`config.mk`:
```
export PLATFORM = sky130hd
export DESIGN_NAME = port_function_parameter_decode
export DESIGN_NICKNAME = d
export VERILOG_FILES = /design/src/rtl/port_params_pkg.sv /design/src/rtl/port_function_parameter_decode.sv
export SDC_FILE = /design/constraint.sdc
export NUM_CORES = 2
export LEC_CHECK = 0
export BUFFER_PORTS_ARGS = -buffer_cell sky130_fd_sc_hd__buf_2
export CORE_UTILIZATION = 50
export DETAILED_ROUTE_END_ITERATION = 8
export PLACE_DENSITY_LB_ADDON = 0.2
export SLEW_MARGIN = 20
export SYNTH_ARGS = -nofsm -noshare
export SYNTH_HDL_FRONTEND = slang
export SYNTH_SLANG_ARGS = --single-unit
```
`constraint.sdc`:
```
create_clock -name clk_sys -period 4.1 [get_ports clk_sys]
set_input_delay 0.82 -clock clk_sys [delete_from_list [all_inputs] [get_ports clk_sys]]
set_output_delay 0.82 -clock clk_sys [all_outputs]
set_load 0.02 [all_outputs]
```
`src/rtl/port_params_pkg.sv`:
```
package port_params_pkg;

  // port count and field layout of one parameter word
  localparam int NumPortsDef = 20;
  localparam int PrmW = 12;
  localparam int PortIdxW = 5;
  localparam int PartnerLsb = 0;
  localparam int ExpoLsb = 5;
  localparam int ExpoW = 3;
  localparam int RangeLsb = 8;
  localparam int RangeW = 3;
  localparam int SampleW = 12;
  localparam int CntW = 8;
  localparam int AccW = SampleW + 7;
  localparam logic [PrmW-1:0] PrmReset = 12'h000;

  // register pointer map of the serial port
  localparam logic [7:0] PrmBase = 8'h00;
  localparam logic [7:0] ResBase = 8'h20;

  // serial framing
  localparam logic [3:0] BitsPerByte = 4'h8;
  localparam logic [6:0] DevAddrDef = 7'h38; // arbitrary value

  // raw range codes
  localparam logic [RangeW-1:0] CodeNone = 3'h0;
  localparam logic [RangeW-1:0] CodeZero10 = 3'h1;
  localparam logic [RangeW-1:0] CodePm5 = 3'h2;
  localparam logic [RangeW-1:0] CodeNeg10 = 3'h3;
  localparam logic [RangeW-1:0] CodeLow2p5 = 3'h4;

  // decoded voltage ranges
  typedef enum logic [2:0] {
    RngNone, RngZero10, RngPm5, RngNeg10, RngZero2p5
  } range_t;

  // serial slave states
  typedef enum logic [3:0] {
    StIdle, StAddr, StAckAddr, StPtr, StAckPtr,
    StWrite, StAckWrite, StRead, StReadAck
  } ser_state_t;

endpackage

```
`src/rtl/port_function_parameter_decode.sv`:
```
// Contract
// bits 4:0 name the partner port used with modes 4, 8 and 11.
// bits 7:5 give averaging count as two to that power, ADC use only.
// ADC ports average the programmed sample count before writing their result.
// averaging counts are one through 128, one per three-bit code.
// bits 10:8 select the port's input or output voltage range.
// host never programs range code 000 on ADC or DAC ports.
// ADC decode: 000 none, 001 0..10, 010 +-5, 011 -10..0, 100 0..2.5.
// DAC decode: 000 none, 001 0..10, 010 and 100 +-5, 011 -10..0.
// all twenty parameter words read back the value last written.
module port_function_parameter_decode
  import port_params_pkg::*;
#(
  parameter int NumPorts = NumPortsDef,
  parameter logic [6:0] DevAddr = DevAddrDef
) (
  // clock and reset
  input wire logic clk_sys,
  input wire logic rst_b,
  // serial pins, open drain data
  input wire logic sclIn,
  input wire logic sdaIn,
  output logic sdaOut,
  output logic sdaOe,
  // conversions from the adc sequencer
  input wire logic convValid,
  input wire logic [PortIdxW-1:0] convPort,
  input wire logic [SampleW-1:0] convData,
  // averaged results
  output logic resultValid,
  output logic [PortIdxW-1:0] resultPort,
  output logic [SampleW-1:0] resultData,
  // decoded per-port configuration
  output logic [NumPorts-1:0][PortIdxW-1:0] partnerPort,
  output logic [NumPorts-1:0][ExpoW-1:0] averagingExponent,
  output range_t [NumPorts-1:0] adcRange,
  output range_t [NumPorts-1:0] dacRange
);

  ////////////////////////////////////////////////////////////////////////////
  // decode helpers

  // reserved codes fall back to no range
  function automatic range_t adcDecode(input logic [RangeW-1:0] c);
    unique case (c)
      CodeNone: adcDecode = RngNone;
      CodeZero10: adcDecode = RngZero10;
      CodePm5: adcDecode = RngPm5;
      CodeNeg10: adcDecode = RngNeg10;
      CodeLow2p5: adcDecode = RngZero2p5;
      default: adcDecode = RngNone;
    endcase
  endfunction

  // the dac has no 2.5 V span, code 100 doubles as bipolar 5 V
  function automatic range_t dacDecode(input logic [RangeW-1:0] c);
    unique case (c)
      CodeNone: dacDecode = RngNone;
      CodeZero10: dacDecode = RngZero10;
      CodePm5: dacDecode = RngPm5;
      CodeNeg10: dacDecode = RngNeg10;
      CodeLow2p5: dacDecode = RngPm5;
      default: dacDecode = RngNone;
    endcase
  endfunction

  // samples needed before a result is written
  function automatic logic [CntW:0] sampleTarget(input logic [ExpoW-1:0] e);
    sampleTarget = (CntW+1)'(1) << e;
  endfunction

  ////////////////////////////////////////////////////////////////////////////
  // storage

  logic [PrmW-1:0] prmQ [NumPorts];
  logic [SampleW-1:0] resQ [NumPorts];
  logic [AccW-1:0] accQ [NumPorts];
  logic [CntW:0] cntQ [NumPorts];

  // decoded outputs straight from the stored words
  always_comb begin
    for (int k = 0; k < NumPorts; k++) begin
      partnerPort[k] = prmQ[k][PartnerLsb +: PortIdxW];
      averagingExponent[k] = prmQ[k][ExpoLsb +: ExpoW];
      adcRange[k] = adcDecode(prmQ[k][RangeLsb +: RangeW]);
      dacRange[k] = dacDecode(prmQ[k][RangeLsb +: RangeW]);
    end
  end

  ////////////////////////////////////////////////////////////////////////////
  // pin synchronisers and bus conditions

  logic [2:0] sclSynQ;
  logic [2:0] sdaSynQ;

  // stage 0 feeds only stage 1; stage 2 is the edge history
  always_ff @(posedge clk_sys or negedge rst_b) begin
    if (!rst_b) begin
      sclSynQ <= 3'h7;
      sdaSynQ <= 3'h7;
    end else begin
      sclSynQ <= {sclSynQ[1:0], sclIn};
      sdaSynQ <= {sdaSynQ[1:0], sdaIn};
    end
  end

  logic sclRise;
  logic sclFall;
  logic startCond;
  logic stopCond;
  logic sdaBit;

  assign sclRise = sclSynQ[1] & ~sclSynQ[2];
  assign sclFall = ~sclSynQ[1] & sclSynQ[2];
  assign startCond = sclSynQ[1] & sclSynQ[2] & sdaSynQ[2] & ~sdaSynQ[1];
  assign stopCond = sclSynQ[1] & sclSynQ[2] & ~sdaSynQ[2] & sdaSynQ[1];
  assign sdaBit = sdaSynQ[1];

  ////////////////////////////////////////////////////////////////////////////
  // serial slave

  ser_state_t stateQ;
  logic [3:0] bitCntQ;
  logic [7:0] rxQ;
  logic [15:0] txQ;
  logic [7:0] ptrQ;
  logic [7:0] hiQ;
  logic rwQ;
  logic lowByteQ;
  logic ackQ;
  logic wrEn;
  logic [PortIdxW-1:0] wrIdx;
  logic [PrmW-1:0] wrData;

  // unmapped pointers read as zero
  function automatic logic [15:0] readWord(input logic [7:0] a);
    readWord = 16'h0000;
    for (int k = 0; k < NumPorts; k++) begin
      if (a == PrmBase + 8'(k)) readWord = 16'(prmQ[k]);
      if (a == ResBase + 8'(k)) readWord = 16'(resQ[k]);
    end
  endfunction

  // a word write lands when its low byte is complete
  always_comb begin
    wrEn = 1'b0;
    wrIdx = PortIdxW'(ptrQ - PrmBase);
    wrData = PrmW'({hiQ, rxQ});
    if (sclFall && stateQ == StWrite && bitCntQ == BitsPerByte && lowByteQ &&
        ptrQ >= PrmBase && ptrQ < PrmBase + 8'(NumPorts)) begin
      wrEn = 1'b1;
    end
  end

  // bit and state sequencing on scl edges
  always_ff @(posedge clk_sys or negedge rst_b) begin
    if (!rst_b) begin
      stateQ <= StIdle;
      bitCntQ <= 4'h0;
      rxQ <= 8'h00;
      txQ <= 16'h0000;
      ptrQ <= 8'h00;
      hiQ <= 8'h00;
      rwQ <= 1'b0;
      lowByteQ <= 1'b0;
      ackQ <= 1'b0;
    end else if (startCond) begin
      stateQ <= StAddr;
      bitCntQ <= 4'h0;
    end else if (stopCond) begin
      stateQ <= StIdle;
    end else if (sclRise) begin
      if (stateQ == StReadAck) ackQ <= ~sdaBit;
      if (stateQ inside {StAddr, StPtr, StWrite, StRead}) begin
        rxQ <= {rxQ[6:0], sdaBit};
        bitCntQ <= bitCntQ + 4'h1;
      end
    end else if (sclFall) begin
      unique case (stateQ)
        StIdle, StAckPtr: begin
          if (stateQ == StAckPtr) stateQ <= StWrite;
          bitCntQ <= 4'h0;
          lowByteQ <= 1'b0;
        end
        StAddr: if (bitCntQ == BitsPerByte) begin
          // foreign addresses drop back to idle until the next start
          stateQ <= (rxQ[7:1] == DevAddr) ? StAckAddr : StIdle;
          rwQ <= rxQ[0];
        end
        StAckAddr: begin
          bitCntQ <= 4'h0;
          lowByteQ <= 1'b0;
          if (rwQ) begin
            stateQ <= StRead;
            txQ <= readWord(ptrQ);
          end else begin
            stateQ <= StPtr;
          end
        end
        StPtr: if (bitCntQ == BitsPerByte) begin
          stateQ <= StAckPtr;
          ptrQ <= rxQ;
        end
        StWrite: if (bitCntQ == BitsPerByte) begin
          stateQ <= StAckWrite;
          if (!lowByteQ) hiQ <= rxQ;
          else ptrQ <= ptrQ + 8'h01;
        end
        StAckWrite: begin
          stateQ <= StWrite;
          bitCntQ <= 4'h0;
          lowByteQ <= ~lowByteQ;
        end
        StRead: begin
          txQ <= {txQ[14:0], 1'b0};
          if (bitCntQ == BitsPerByte) stateQ <= StReadAck;
        end
        StReadAck: begin
          bitCntQ <= 4'h0;
          // a nack from the host ends the read burst
          if (!ackQ) begin
            stateQ <= StIdle;
          end else if (!lowByteQ) begin
            stateQ <= StRead;
            lowByteQ <= 1'b1;
          end else begin
            stateQ <= StRead;
            lowByteQ <= 1'b0;
            ptrQ <= ptrQ + 8'h01;
            txQ <= readWord(ptrQ + 8'h01);
          end
        end
      endcase
    end
  end

  // open drain: only ever pull low, from registered state
  assign sdaOut = 1'b0;
  assign sdaOe = (stateQ inside {StAckAddr, StAckPtr, StAckWrite}) ||
                 (stateQ == StRead && !txQ[15]);

  ////////////////////////////////////////////////////////////////////////////
  // parameter words

  // upper nibble of the host word is dropped
  always_ff @(posedge clk_sys or negedge rst_b) begin
    if (!rst_b) begin
      for (int k = 0; k < NumPorts; k++) prmQ[k] <= PrmReset;
    end else if (wrEn) begin
      prmQ[wrIdx] <= wrData;
    end
  end

  ////////////////////////////////////////////////////////////////////////////
  // sample averaging

  logic convOk;
  logic [AccW-1:0] sumD;
  logic [CntW:0] cntD;
  logic [ExpoW-1:0] expoNow;

  assign convOk = convValid && (convPort < PortIdxW'(NumPorts));
  assign expoNow = averagingExponent[convPort];
  assign sumD = accQ[convPort] + AccW'(convData);
  assign cntD = cntQ[convPort] + (CntW+1)'(1);

  // >= keeps a port from stalling if its count shrinks mid-average
  always_ff @(posedge clk_sys or negedge rst_b) begin
    if (!rst_b) begin
      for (int k = 0; k < NumPorts; k++) begin
        accQ[k] <= '0;
        cntQ[k] <= '0;
        resQ[k] <= '0;
      end
      resultValid <= 1'b0;
      resultPort <= '0;
      resultData <= '0;
    end else begin
      resultValid <= 1'b0;
      if (convOk) begin
        if (cntD >= sampleTarget(expoNow)) begin
          resQ[convPort] <= SampleW'(sumD >> expoNow);
          resultData <= SampleW'(sumD >> expoNow);
          resultPort <= convPort;
          resultValid <= 1'b1;
          accQ[convPort] <= '0;
          cntQ[convPort] <= '0;
        end else begin
          accQ[convPort] <= sumD;
          cntQ[convPort] <= cntD;
        end
      end
    end
  end
endmodule

```
==> metrics.md <==
| Metric | Value |
|---|---|
| Synth unique cells | 107 |
| #FFs+latches synth | 1111 |
| Layout area overhead | 25.1% |
| Vias | 55.8k |
| Dpl hpwl | 205000 um |
| Pre-antenna DRT Iters | 6 |
| Initial antenna violation count | 23 |
| Period utilisation layout | 108% |
| Max-slew violation total from the final report | 0 |
| Tmin final | 4410 ps |
| XOR/XNOR share of the synthesized area | 0.405% |
| Port-buffer cells | 300 |
| Largest net degree at the start of global routing | 101 |
| Largest family of logic cells by synthesized area | multiplexers |
| Worst Max-Slew Pin Slew | 1110 ps |
| P per Cell Area | 503 nW/um2 |
| Drt via density | 6.71 |
| I/O pin cnt | 322 |
| P_leak | 0.0352 uW |
| EDFF count, synth | 0 |
| Full die area | 122000 um2 |
| Gate count of the mapped netlist | 5872 |
| Final setup vio count | 629 |
| RSZ-0062 raised after global routing | true |
| Seq pwr share | 36.4% |
| Sequential cell area | 27800 um2 |
| Biggest area consumer among synthesized cells | dfrtp_1 |
| Final hold violation count | 2 |
| Final Net Count | 6652 |
| All-Layer GR Usage | 46.9% |
| Crit Path Class | in -> reg |
| Clk buf depth | 3 |
| Clock skew | 66.0 ps |
| Multi-input logic area | 30800 um2 |
| Achievable clock frequency | 0.227 GHz |
| DIE WIDTH | 350 um |
| Synth warnings | 0 |
| Layout fillers | 9706 |
| Post-synthesis average cell area | 10.3 um2 |
| Asr flop ratio synth | 100% |
| Core Area | 120000 um2 |
| Sw Ratio | 37.3% |
| Initial Util | 50.4% |
| # DRC | 0 |
| Worst Path Arrival | 5030 ps |
| Clock root cell | clkbuf_16 |
| Most used routing layer | met2 |
| Fin util | 63.1% |
| Final setup TNS | -71150 ps |
| CP startpoint kind | primary input |
| Met3 global-route usage | 13.4% |
| Compound-gate portion of the synthesized area | 16.9% |
| Adder-Cell Fraction of Synth Area | 0.674% |
| GR Overflow Total | 0 |
| CTS buffer count | 118 |
| CTS tree | done |
| Number of global-route vias before repair | 53.6k |
| Pint | 23800 uW |
| Post-Route WL | 293000 um |
| Reg clk slew, reported paths | 60 ps |
| Clk sinks | 1111 |
| Post-Synth Simple-Gate Area | 11.6% |
| Clk_lat worst skew | 790 ps |
| H-tree depth | 3 |
| Hold Worst Slack | -41.7 ps |
| Outcome | finished, violations left |
| Final setup margin | -313 ps |
| Final Instance Count excl. Fillers | 8318 |
| Failing checks | negative hold slack, negative setup slack |
| Max-cap violations | 0 |
| Ranking of synthesized cells by area | dfrtp_1 (46%), mux2_2 (11%), mux4_2 (5.5%) |
| Avg WL per Cell | 35.2 um |
| Comb power frac | 34.1% |
| Die Y | 350 um |
| Post-synthesis mux area share | 18.2% |
| Rows | 127 |
| Global placement routability congestion | 1.09 |
| Psw | 14200 uW |
| Cell Area, Synth | 60500 um2 |
| Yosys top cell area share | 45.7% |
| Hold Crit Class | in -> async |
| Layout cells sized above 1 | 36.8% |
| # placed instances | 7945 |
| Max IR drop VDD | 0.471 mV |
| Total power | 38000 uW |
| First-pass GRT wire length | 404000 um |
| Initial drt markers | 7609 |
| Ys flop type | dfrtp_1 |
| Met1 usage | 59.6% |
| Met2 Use GR | 70.1% |
| Critical path required time | 4710 ps |
| Antenna Nets Post-Route | 0 |
| CP endpoint kind | register |
| Clk pwr share | 29.5% |
| Crit path max fanout | 21 |
| Post-CTS Hold Buffers | 0 |
| Slew Limit Headroom | 25.7% |
| Sequential share of the synthesized area | 46.0% |
==> kinds of logic (layout without fill, tap and decap cells) <==
kind of cell | count (synthesis) | in the layout
AOI/OAI and AO/OA | 1582 | 1582
xor gates and xnor gates | 28 | 28
adders and majority gates | 32 | 32
buffers and inverters | 726 | 1517
DFF | 1111 | 1111
muxes | 839 | 839
other | 1 | 30
and+or+nand+nor | 1553 | 1567
==> power by group through the flow <==
stage          combinational [uW]  sequential (uW)  clock (uW)
6_report                    13000            13800       11200
3_5_place_dp                11000            13900           0
2_1_floorplan                5340            13200           0
3_3_place_gp                11000            13800           0
5_1_grt                     13200            13900       11700
4_1_cts                     12000            13700       11300
==> stage by stage <==
step | instance area [um2] | worst slack (ps)
finish | 75700 | -313
global route | 75600 | -429
CTS | 74500 | -187
detailed placement | 68300 | -1200
global placement | 68300 | -1210
floorplan | 61000 | -1110
==> cell type report <==
type                    count  area share, %
clock inverters            37          0.739
inverters                  34          0.169
well taps                1612           2.67
multi-input cells        4069           40.7
diodes                      9         0.0298
repair buffers           1264           14.4
flip-flops and latches   1111           36.8
clock buffers             182           4.60
==> path summary, 6_finish.rpt <==
check,startpoint,endpoint,slack (ps),depth (start not counted)
hold reg to reg,sdaSynQ[0],sdaSynQ[1],360,0
max in group asynchronous,rst_b,resQ[57],2780,2
min in group clk_sys,sclIn,sclSynQ[0],140,1
hold / removal,rst_b,partnerPort[17],-40,1
setup / recovery,convPort[4],resQ[116],-310,19
setup reg to reg,accQ[325],resQ[166],-290,21
==> sequential cells by signal, summed over array words and instances (netlist names) <==
signal,flops
rxQ,8
ackQ,1
cntQ,180
hiQ,4
prmQ,80
sclSynQ,3
sdaSynQ,3
resultData,12
resQ,240
bitCntQ,4
averagingExponent,60
txQ,16
resultValid,1
resultPort,5
accQ,380
lowByteQ,1
rwQ,1
stateQ,4
ptrQ,8
partnerPort,100
==> synthesized netlist by cell type, types with 11 or more instances <==
master,n
nor2_1,248
a221oi_1,54
or3_1,12
ha_1,31
o221ai_1,46
mux4_2,147
nor3b_1,25
xnor2_1,12
a2111oi_0,14
o211ai_1,36
buf_1,29
or2_2,37
a22oi_1,88
xor2_1,16
nand3_1,116
a211oi_1,40
nor3_1,63
nand2_1,817
a22o_1,28
a221o_1,18
o21ai_0,583
mux2i_1,115
dfrtp_1,1105
buf_6,11
and2_1,33
buf_4,222
buf_2,78
mux2_2,575
o21ai_1,13
and3_1,25
nand4_1,12
a31oi_1,28
nor2b_1,73
nor4_1,14
a222oi_1,13
a21o_1,11
inv_1,32
o22ai_1,104
o2111ai_1,14
a21oi_1,213
o31ai_1,143
o21a_1,15
clkbuf_1,349
nand2b_1,19
o22a_1,17
==> routing by layer <==
| layer | wire length (um) | share of wire, % |
|---|---|---|
| met5 | 10 | 0.0034 |
| met4 | 24200 | 8.3 |
| met3 | 33100 | 11 |
| met2 | 126000 | 43 |
| met1 | 109000 | 37 |
==> critical path: stages <==
cell     delay (ps)
buf_2           160
buf_4           190
nor2b_2         290
buf_4           290
a21oi_1         100
o22ai_1         220
ha_2            320
nor2b_2         160
o31a_1          280
o21ai_4         220
a21oi_2          90
a21oi_2         190
xor2_2          220
mux2i_1         140
buf_4           160
mux2_4          270
a221o_1         370
buf_12          200
mux2_2          290
==> layout by cell type (no fill, tap or decap), types with 128 or more instances in the layout <==
master     netlist  layout
a21oi_1        213     195
buf_2           78     297
buf_4          222     800
clkbuf_16        0     128
dfrtp_1       1105    1088
mux2_2         575     497
mux4_2         147     147
nand2_1        817     794
nor2_1         248     240
o21ai_0        583     561
o31ai_1        143     140
==> timing repair <==
action                                 in CTS  in global routing
gates resized for setup                   223                125
endpoints found under the hold margin       0                  0
setup buffers                              69                 44
pin swaps                                  38                 30
setup endpoints to repair                 794                790
gates cloned                               35                 11
Note: power is estimated with default switching activity, not from simulation.
